$ cat config.mk
export PLATFORM = sky130hd
export DESIGN_NAME = fsl_top
export DESIGN_NICKNAME = d
export VERILOG_FILES = /design/src/fsl_pkg.sv /design/src/fsl_key_cmp.sv /design/src/fsl_top.sv
export SDC_FILE = /design/constraint.sdc
export NUM_CORES = 1
export LEC_CHECK = 0
export BUFFER_PORTS_ARGS = -buffer_cell sky130_fd_sc_hd__buf_4
export CAP_MARGIN = 10
export CORE_MARGIN = 2
export CORE_UTILIZATION = 54
export CTS_CLUSTER_SIZE = 16
export DETAILED_ROUTE_END_ITERATION = 16
export HOLD_SLACK_MARGIN = 0.12
export MAX_ROUTING_LAYER = met4
export PLACE_DENSITY = 0.85
export REMOVE_ABC_BUFFERS = 1
export SYNTH_ARGS = -nofsm -noshare
export SYNTH_HDL_FRONTEND = slang
export SYNTH_SLANG_ARGS = --single-unit
$ cat constraint.sdc
create_clock -name pclk -period 2.9 [get_ports pclk]
set_clock_uncertainty 0.2 [all_clocks]
set_input_delay 0.58 -clock pclk [delete_from_list [all_inputs] [get_ports pclk]]
set_output_delay 0.58 -clock pclk [all_outputs]
set_load 0.01 [all_outputs]
$ cat src/fsl_pkg.sv
// Purpose: Shared constants and types for the flash security and option load block
// Assumes: APB register bus, 32-bit data, one word per register index
// Notes: Byte address of a register is four times its index
`default_nettype none
package fsl_pkg;
   // ************************************************************
   // Bus geometry
   // ************************************************************
   localparam int ADDR_W = 18;
   localparam int IDX_W = 16;
   localparam int KEY_BYTES = 8;

   // ************************************************************
   // Register indices (byte address = index * 4)
   // ************************************************************
   localparam logic [15:0] FLASH_CLOCK_DIVIDER_IDX = 16'h1820;
   localparam logic [15:0] FLASH_OPTION_WORKING_IDX = 16'h1821;
   localparam logic [15:0] FLASH_CONFIG_IDX = 16'h1823;
   localparam logic [15:0] FLASH_PROTECT_WORKING_IDX = 16'h1824;
   localparam logic [15:0] FLASH_STATUS_IDX = 16'h1825;
   localparam logic [15:0] FLASH_COMMAND_IDX = 16'h1826;
   localparam logic [15:0] SECURITY_STATE_IDX = 16'h1830;
   localparam logic [15:0] STORED_FINE_TRIM_IDX = 16'hFFAE;
   localparam logic [15:0] STORED_OSC_TRIM_IDX = 16'hFFAF;
   localparam logic [15:0] BACKDOOR_COMPARE_KEY_IDX = 16'hFFB0;
   localparam logic [15:0] NONVOLATILE_PROTECT_BYTE_IDX = 16'hFFBD;
   localparam logic [15:0] NONVOLATILE_OPTION_BYTE_IDX = 16'hFFBF;

   // ************************************************************
   // Field positions
   // ************************************************************
   localparam int OPT_KEY_ENABLE = 7;
   localparam int OPT_VECTOR_REDIRECT_DISABLE = 6;
   localparam int DIV_DIVIDER_LOADED = 7;
   localparam int CFG_KEY_ACCESS_ENABLE = 5;
   localparam int STAT_COMMAND_BUFFER_EMPTY = 7;
   localparam int STAT_COMMAND_COMPLETE = 6;
   localparam int STAT_ACCESS_ERROR = 4;
   localparam int ST_SECURED = 0;
   localparam int ST_KEY_UNLOCKED = 1;
   localparam int ST_ERASE_UNLOCKED = 2;
   localparam int ST_RAM_UNINIT = 3;
   localparam int ST_KEY_MISMATCH = 4;

   // ************************************************************
   // Codes and reset values
   // ************************************************************
   localparam logic [1:0] SEC_UNSECURED = 2'h2;
   localparam logic [7:0] OPTION_RESET = 8'h00;
   localparam logic [7:0] PROTECT_RESET = 8'hFF;
   localparam logic [15:0] DIRECT_PAGE_LIMIT = 16'h0100;

   // ************************************************************
   // Carriers
   // ************************************************************
   typedef struct packed {
      logic valid;
      logic [15:0] addr;
      logic from_debug;
      logic from_nonsecure;
   } fsl_ram_req_t;

   typedef struct packed {
      logic deny;
      logic grant;
      logic direct_page;
   } fsl_ram_ans_t;
endpackage : fsl_pkg
`default_nettype wire

$ cat src/fsl_key_cmp.sv
// Purpose: Collects eight backdoor key bytes and compares them with the stored key
// Assumes: Byte strobes come from logic on the same clock
// Notes: Result pulses two cycles after the strobe of the last missing byte
`timescale 1ns/1ps
`default_nettype none
module fsl_key_cmp #(
   parameter int NBYTES = fsl_pkg::KEY_BYTES
) (
   input wire logic pclk,
   input wire logic presetn,
   input wire logic ce,
   input wire logic byte_we,
   input wire logic [2:0] byte_sel,
   input wire logic [7:0] byte_data,
   input wire logic [NBYTES*8-1:0] stored_key,
   output logic match,
   output logic mismatch
);
   import fsl_pkg::*;

   logic [NBYTES*8-1:0] entered;
   logic [NBYTES-1:0] seen;
   logic [NBYTES-1:0] next_seen;

   // Mask after this write
   always_comb begin
      next_seen = seen;
      if (byte_we) begin
         next_seen[byte_sel] = 1'b1;
      end
   end

   // Per-byte capture of the entered key
   for (genvar b = 0; b < NBYTES; b++) begin : g_byte
      always_ff @(posedge pclk or negedge presetn) begin
         if (!presetn) begin
            entered[b*8 +: 8] <= 8'h00;
         end else if (ce && byte_we && byte_sel == 3'(b)) begin
            entered[b*8 +: 8] <= byte_data;
         end
      end
   end

   // Completion tracking and compare
   always_ff @(posedge pclk or negedge presetn) begin
      if (!presetn) begin
         seen <= '0;
         match <= 1'b0;
         mismatch <= 1'b0;
      end else if (ce) begin
         match <= 1'b0;
         mismatch <= 1'b0;
         if (&seen) begin
            seen <= '0;
            match <= (entered == stored_key);
            mismatch <= (entered != stored_key);
         end else begin
            seen <= next_seen;
         end
      end
   end
endmodule : fsl_key_cmp
`default_nettype wire

$ cat src/fsl_top.sv
// Purpose: Flash security, option load, backdoor key and RAM gating behind APB
// Assumes: Nonvolatile bytes are presented on inputs by the flash array
// Notes: Zero-latency decode, pready rises one cycle into the access phase
//
// Design decision made here: register access over APB.
`timescale 1ns/1ps
`default_nettype none
module fsl_top #(
   parameter int KEY_N = fsl_pkg::KEY_BYTES
) (
   input wire logic pclk,
   input wire logic presetn,
   input wire logic ce,
   input wire logic psel,
   input wire logic penable,
   input wire logic pwrite,
   input wire logic [fsl_pkg::ADDR_W-1:0] paddr,
   input wire logic [31:0] pwdata,
   input wire logic [2:0] pprot,
   output logic pready,
   output logic [31:0] prdata,
   output logic pslverr,
   input wire logic debug_access,
   input wire logic [7:0] nv_protect,
   input wire logic [7:0] nv_option,
   input wire logic [7:0] nv_fine_trim,
   input wire logic [7:0] nv_osc_trim,
   input wire logic [KEY_N*8-1:0] nv_key,
   input wire logic power_on,
   input wire logic deep_stop_wake,
   input wire logic erase_blank_ok,
   input wire fsl_pkg::fsl_ram_req_t ram_req,
   output fsl_pkg::fsl_ram_ans_t ram_ans,
   output logic secured
);
   import fsl_pkg::*;

   // ************************************************************
   // Working registers and state
   // ************************************************************
   logic loaded;
   logic [7:0] flash_option_working;
   logic [7:0] flash_protect_working;
   logic [7:0] flash_clock_divider;
   logic [7:0] flash_config;
   logic [7:0] flash_command;
   logic [7:0] fine_trim;
   logic [7:0] osc_trim;
   logic [KEY_N*8-1:0] backdoor_compare_key;
   logic access_error;
   logic key_unlocked;
   logic erase_unlocked;
   logic key_mismatch;
   logic ram_uninit;
   logic key_match;
   logic key_miss;

   // ************************************************************
   // APB decode
   // ************************************************************
   logic [IDX_W-1:0] idx;
   logic xfer;
   logic wr;
   logic is_key;
   logic key_ok;
   logic key_we;
   logic mapped;
   logic [7:0] rd_byte;
   logic [1:0] sec_bits;
   logic next_secured;

   assign idx = paddr[ADDR_W-1:2];
   assign xfer = psel && penable && pready;
   assign wr = xfer && pwrite;
   assign is_key = (idx[IDX_W-1:3] == BACKDOOR_COMPARE_KEY_IDX[IDX_W-1:3]);
   // Key path open only to secure code with both enables set
   assign key_ok = flash_option_working[OPT_KEY_ENABLE] && flash_config[CFG_KEY_ACCESS_ENABLE]
                   && !pprot[1] && !debug_access;
   assign key_we = wr && is_key && key_ok;
   assign sec_bits = flash_option_working[1:0];
   assign next_secured = (sec_bits != SEC_UNSECURED) && !key_unlocked && !erase_unlocked;

   // Read mux and map check
   always_comb begin
      rd_byte = 8'h00;
      mapped = 1'b1;
      unique case (idx)
         FLASH_CLOCK_DIVIDER_IDX: rd_byte = flash_clock_divider;
         FLASH_OPTION_WORKING_IDX: rd_byte = flash_option_working;
         FLASH_CONFIG_IDX: rd_byte = flash_config & (8'h01 << CFG_KEY_ACCESS_ENABLE);
         FLASH_PROTECT_WORKING_IDX: rd_byte = flash_protect_working;
         FLASH_STATUS_IDX: rd_byte = {2'h3, 1'b0, access_error, 4'h0};
         FLASH_COMMAND_IDX: rd_byte = flash_command;
         SECURITY_STATE_IDX: rd_byte = {3'h0, key_mismatch, ram_uninit, erase_unlocked, key_unlocked, secured};
         STORED_FINE_TRIM_IDX: rd_byte = {7'h00, fine_trim[0]};
         STORED_OSC_TRIM_IDX: rd_byte = osc_trim;
         NONVOLATILE_PROTECT_BYTE_IDX: rd_byte = nv_protect;
         NONVOLATILE_OPTION_BYTE_IDX: rd_byte = nv_option;
         default: mapped = is_key && pwrite && key_ok; // Key bytes are write-only
      endcase
   end

   // Bus answer one cycle into the access phase
   always_ff @(posedge pclk or negedge presetn) begin
      if (!presetn) begin
         pready <= 1'b0;
         prdata <= 32'h0000_0000;
         pslverr <= 1'b0;
      end else if (ce) begin
         pready <= psel && penable && !pready;
         if (psel && penable && !pready) begin
            prdata <= pwrite ? 32'h0000_0000 : {24'h00_0000, rd_byte};
            pslverr <= !mapped;
         end
      end
   end

   // ************************************************************
   // Reset-time load of nonvolatile bytes
   // ************************************************************
   always_ff @(posedge pclk or negedge presetn) begin
      if (!presetn) begin
         loaded <= 1'b0;
         flash_option_working <= OPTION_RESET;
         flash_protect_working <= PROTECT_RESET;
         fine_trim <= 8'h00;
         osc_trim <= 8'h00;
         backdoor_compare_key <= '0;
      end else if (ce) begin
         if (!loaded) begin
            loaded <= 1'b1;
            flash_option_working <= nv_option;
            flash_protect_working <= nv_protect;
            fine_trim <= nv_fine_trim;
            osc_trim <= nv_osc_trim;
            backdoor_compare_key <= nv_key;
         end else if (wr && idx == FLASH_PROTECT_WORKING_IDX) begin
            flash_protect_working <= pwdata[7:0];
         end
      end
   end

   // ************************************************************
   // Software registers
   // ************************************************************
   always_ff @(posedge pclk or negedge presetn) begin
      if (!presetn) begin
         flash_clock_divider <= 8'h00;
         flash_config <= 8'h00;
         flash_command <= 8'h00;
      end else if (ce) begin
         // Divider writes once, not while an access error stands
         if (wr && idx == FLASH_CLOCK_DIVIDER_IDX && !flash_clock_divider[DIV_DIVIDER_LOADED] && !access_error) begin
            flash_clock_divider <= {1'b1, pwdata[6:0]};
         end
         if (wr && idx == FLASH_CONFIG_IDX) begin
            flash_config <= pwdata[7:0] & (8'h01 << CFG_KEY_ACCESS_ENABLE);
         end
         if (wr && idx == FLASH_COMMAND_IDX) begin
            flash_command <= pwdata[7:0];
         end
      end
   end

   // Access error: refused key write sets it, write one clears, set wins
   always_ff @(posedge pclk or negedge presetn) begin
      if (!presetn) begin
         access_error <= 1'b0;
      end else if (ce) begin
         if (wr && is_key && !key_ok) begin
            access_error <= 1'b1;
         end else if (wr && idx == FLASH_STATUS_IDX && pwdata[STAT_ACCESS_ERROR]) begin
            access_error <= 1'b0;
         end
      end
   end

   // ************************************************************
   // Backdoor key compare
   // ************************************************************
   fsl_key_cmp #(
      .NBYTES(KEY_N)
   ) u_key (
      .pclk(pclk),
      .presetn(presetn),
      .ce(ce),
      .byte_we(key_we),
      .byte_sel(idx[2:0]),
      .byte_data(pwdata[7:0]),
      .stored_key(backdoor_compare_key),
      .match(key_match),
      .mismatch(key_miss)
   );

   // ************************************************************
   // Security state
   // ************************************************************
   always_ff @(posedge pclk or negedge presetn) begin
      if (!presetn) begin
         key_unlocked <= 1'b0;
         erase_unlocked <= 1'b0;
         key_mismatch <= 1'b0;
         secured <= 1'b1;
      end else if (ce) begin
         if (key_match && flash_option_working[OPT_KEY_ENABLE]) begin
            key_unlocked <= 1'b1;
         end
         if (erase_blank_ok) begin
            erase_unlocked <= 1'b1;
         end
         if (key_miss) begin
            key_mismatch <= 1'b1;
         end else if (wr && idx == SECURITY_STATE_IDX && pwdata[ST_KEY_MISMATCH]) begin
            key_mismatch <= 1'b0;
         end
         secured <= loaded ? next_secured : 1'b1;
      end
   end

   // ************************************************************
   // RAM gating and retention status
   // ************************************************************
   always_ff @(posedge pclk or negedge presetn) begin
      if (!presetn) begin
         ram_ans <= '0;
      end else if (ce) begin
         ram_ans.deny <= ram_req.valid && secured
                         && (ram_req.from_debug || ram_req.from_nonsecure);
         ram_ans.grant <= ram_req.valid && !(secured
                         && (ram_req.from_debug || ram_req.from_nonsecure));
         ram_ans.direct_page <= ram_req.valid && (ram_req.addr < DIRECT_PAGE_LIMIT);
      end
   end

   // Uninitialised flag survives reset; set by power-on or deep stop wake
   always_ff @(posedge pclk) begin
      if (ce) begin
         if (power_on || deep_stop_wake) begin
            ram_uninit <= 1'b1;
         end else if (wr && idx == SECURITY_STATE_IDX && pwdata[ST_RAM_UNINIT]) begin
            ram_uninit <= 1'b0;
         end
      end
   end
endmodule : fsl_top
`default_nettype wire

==> summary.md <==
| Metric | Value |
|---|---|
| Status | `completed` |
| Max-Cap Viols | `0` |
| Area occupied by multi-input gates | `around 4200 µm²` |
| Most common cell after layout, fill and taps aside | `buf_4` |
| Critical Path Source Type | `register` |
| Placed cell area | `about 11000 µm²` |
| Syn Area/Cell | `around 13 µm²` |
| Initial antenna violation count | `0` |
| Mapped Cells | `747` |
| First-pass GRT wire length | `~37 mm` |
| Final core utilization | `0.680` |
| Mux cell area share after synthesis | `0.221` |
| Synthesized flop and latch total | `200` |
| Cells on worst reg2reg path | `6` |
| Final wirelength | `between 20 and 25 mm` |
| DRT iter0 DRCs | `slightly below 400` |
| Ys Warns | `0` |
| PortBufs | `approximately 150` |
| Asr flop ratio synth | `0.995` |
| F_max | `between 0.3 and 0.4 GHz` |
| Worst-path fanout max | `9` |
| FF-to-FF End | `u_key.entered[17]$_DFFE_PN0P_` |
| Post-Synth Adder-Cell Area | `0` |
| Hold slack final | `between 100 and 150 ps` |
| Mapped Area | `around 9500 µm²` |
| Worst setup endpoint | `u_key.entered[17]$_DFFE_PN0P_` |
| # IOs | `~220` |
| Max clock buf depth | `2` |
| Initial Utilization | `0.550` |
| Worst Setup SP | `pready$_DFFE_PN0P_` |
| Largest family of logic cells by synthesized area | `multiplexers` |
| Worst VDD drop | `440 µV` |
| CTS tree | `yes` |
| Largest net degree at the start of global routing | `around 80` |
| Worst Setup End Kind | `register` |
| Sequential cell area | `5020 µm²` |
| Cts bufs inserted | `17` |
| Diode count | `0` |
| Final instance area | `11700 µm²` |
| Critical path class | `register to register` |
| Row count | `48` |
| GR Overflow Total | `0` |
| Core area | `about 17000 µm²` |
| HP Class | `input pin to register` |
| Ys flop type | `dfrtp_1` |
| Post-synth EDFFs | `1` |
| Root buf cell | `clkbuf_16` |
| TritonRoute pass-1 iters | `4` |
| Netlist cell types | `64` |
| Final Cycle Share | `0.885` |
| Routed len/inst | `roughly 20 µm` |
| Final hold viol count | `0` |
| Power Dens Cells | `between 500 and 600 nW/µm²` |
| Fraction of layout cells with a size suffix above 1 | `0.453` |
| Tightest Pin Transition | `658 ps` |
| Final setup viols | `0` |
| Total number of vias | `around 6800` |
| Die Span Y | `~140 µm` |
| CP arrival | `2690 ps` |
| CTS clk-pin slew, worst paths | `70 ps` |
| XOR/XNOR Fraction of Synth Area | `0.0592` |
| CTS resizes | `0` |
| Seq/Total Area, Yosys | `0.530` |
| Final min period | `2570 ps` |
| Leak | `between 0.005 and 0.006 µW` |
| Antenna-violating nets left | `0` |
| Die X-Extent | `between 100 and 150 µm` |
| R2r startpoint | `pready$_DFFE_PN0P_` |
| Post-route DRC | `0` |
| Routability Congestion | `around 0.95` |
| Vias per cell | `roughly 5.8` |
| Pwr Total | `between 6000 and 7000 µW` |
| Post-DP HPWL | `around 17 mm` |
| Reg2Reg Setup Slack | `330 ps` |
| Compound-Gate Fraction of Synth Area | `0.0530` |
| RSZ-0062 raised after global routing | `no` |
| H-Tree Level Count | `4` |
| Commonest cells after routing, fill and taps aside | `buf_4, dfrtp_1, mux2_2, xor2_1, nor4_1` |
| Post-synthesis simple-gate area fraction | `0.0977` |
| Vias in the first global route | `~7000` |
| Fillcell total | `1225` |
| Crit path required time | `between 3000 and 4000 ps` |
| DIE AREA | `~19000 µm²` |
| Layout area overhead | `23.7%` |
| Clock sinks | `200` |
| Final Net Count | `between 1000 and 1500` |
| Rel. slew slack | `0.561` |
| Total Routing Usage GR | `0.270` |
| Clock latency at the later pin of the worst-skew pair | `440 ps` |
| Fin. max-slew vios | `0` |
| Hold Crit Depth | `2` |
-- worst min-delay path by stage --
stage	from	to
after floorplan	presetn	access_error$_DFFE_PN0P_
after global placement	prdata[1]$_DFFE_PN0P_	prdata[1]$_DFFE_PN0P_
after detailed placement	prdata[7]$_DFFE_PN0P_	prdata[7]$_DFFE_PN0P_
after CTS	erase_blank_ok	erase_unlocked$_DFFE_PN0P_
after global routing	erase_blank_ok	erase_unlocked$_DFFE_PN0P_
final	erase_blank_ok	erase_unlocked$_DFFE_PN0P_
-- critical path, stage by stage, from the launching register on --
cell     delay, ps
dfrtp_1        380
and4_1         230
nand2_1        130
or4_4          510
or4b_1         480
buf_4          210
mux2_4         310
-- metrics by stage --
stage	TNS, ps	cells	worst slack (ps)
floorplan	-49980	709	-1200
global placement	-552	1141	-69.6
detailed placement	-743	1141	-97.5
CTS	0	1174	341
global route	0	1174	296
finish	0	1174	333
-- area by class of cell --
class,count,share of cell area
Inverter,10,0.00320
Clock buffer,19,0.0378
Multi-Input combinational cell,499,0.357
Timing Repair Buffer,208,0.138
Clock inverter,13,0.0114
Sequential cell,200,0.429
Tap cell,225,0.0240
-- logic make-up (layout without fill, tap and decap cells) --
group / after synthesis / count (layout)
muxes: 185 / 185
xor gates and xnor gates: 64 / 64
and+or+nand+nor: 154 / 154
AOI/OAI and AO/OA: 72 / 72
buffers and inverters: 71 / 250
other: 1 / 24
DFF: 200 / 200
-- per-layer routing --
metal / vias to the layer above / wire length (µm) / track usage
li1: 3047 / - / -
met5: - / 0 / -
met4: 0 / 476 / 0.0897
met2: 254 / 11600 / 0.432
met3: 40 / 1470 / 0.0503
met1: 3437 / 9690 / 0.348
-- power breakdown --
group | leakage (µW) | internal, µW | switching (µW)
clock | 0.000284 | 1230 | 1100
sequential | 0.00260 | 2960 | 110
combinational | 0.00300 | 337 | 298
-- Yosys cell counts, types with 4 or more instances --
library cell    n  area [µm²]
dfrtp_1       190        4750
mux2_2        160        1800
xor2_1         64         561
clkbuf_1       30         113
nor4_1         27         169
nand2_1        25        93.8
buf_4          24         180
nor2_1         20        75.1
mux2i_1        17         170
a21oi_1        16        80.1
nand3_1        15        75.1
nand4_1        13        81.3
o21ai_0        13        65.1
inv_1          10        37.5
dfstp_2         9         236
nor3_1          9        45.0
mux2_4          8         120
a21boi_0        5        37.5
a22o_1          5        43.8
and3_1          5        31.3
nand3b_1        5        37.5
a32o_1          4        40.0
buf_2           4        20.0
or2_2           4        25.0
-- state kept, by name (all words and copies together) (netlist names), 3 cells and up --
signal and count:
flash_command 8, flash_clock_divider 8, u_key.entered 64, u_key.seen 8, flash_protect_working 8, prdata 8
backdoor_compare_key 64, osc_trim 8, ram_ans 3, flash_option_working 8
-- timing repair --
action / CTS / global route
setup buffers: 0 / 0
hold buffers: 1 / 0
hold endpoints to repair: 63 / 0
Note: power is estimated with default switching activity, not from simulation.
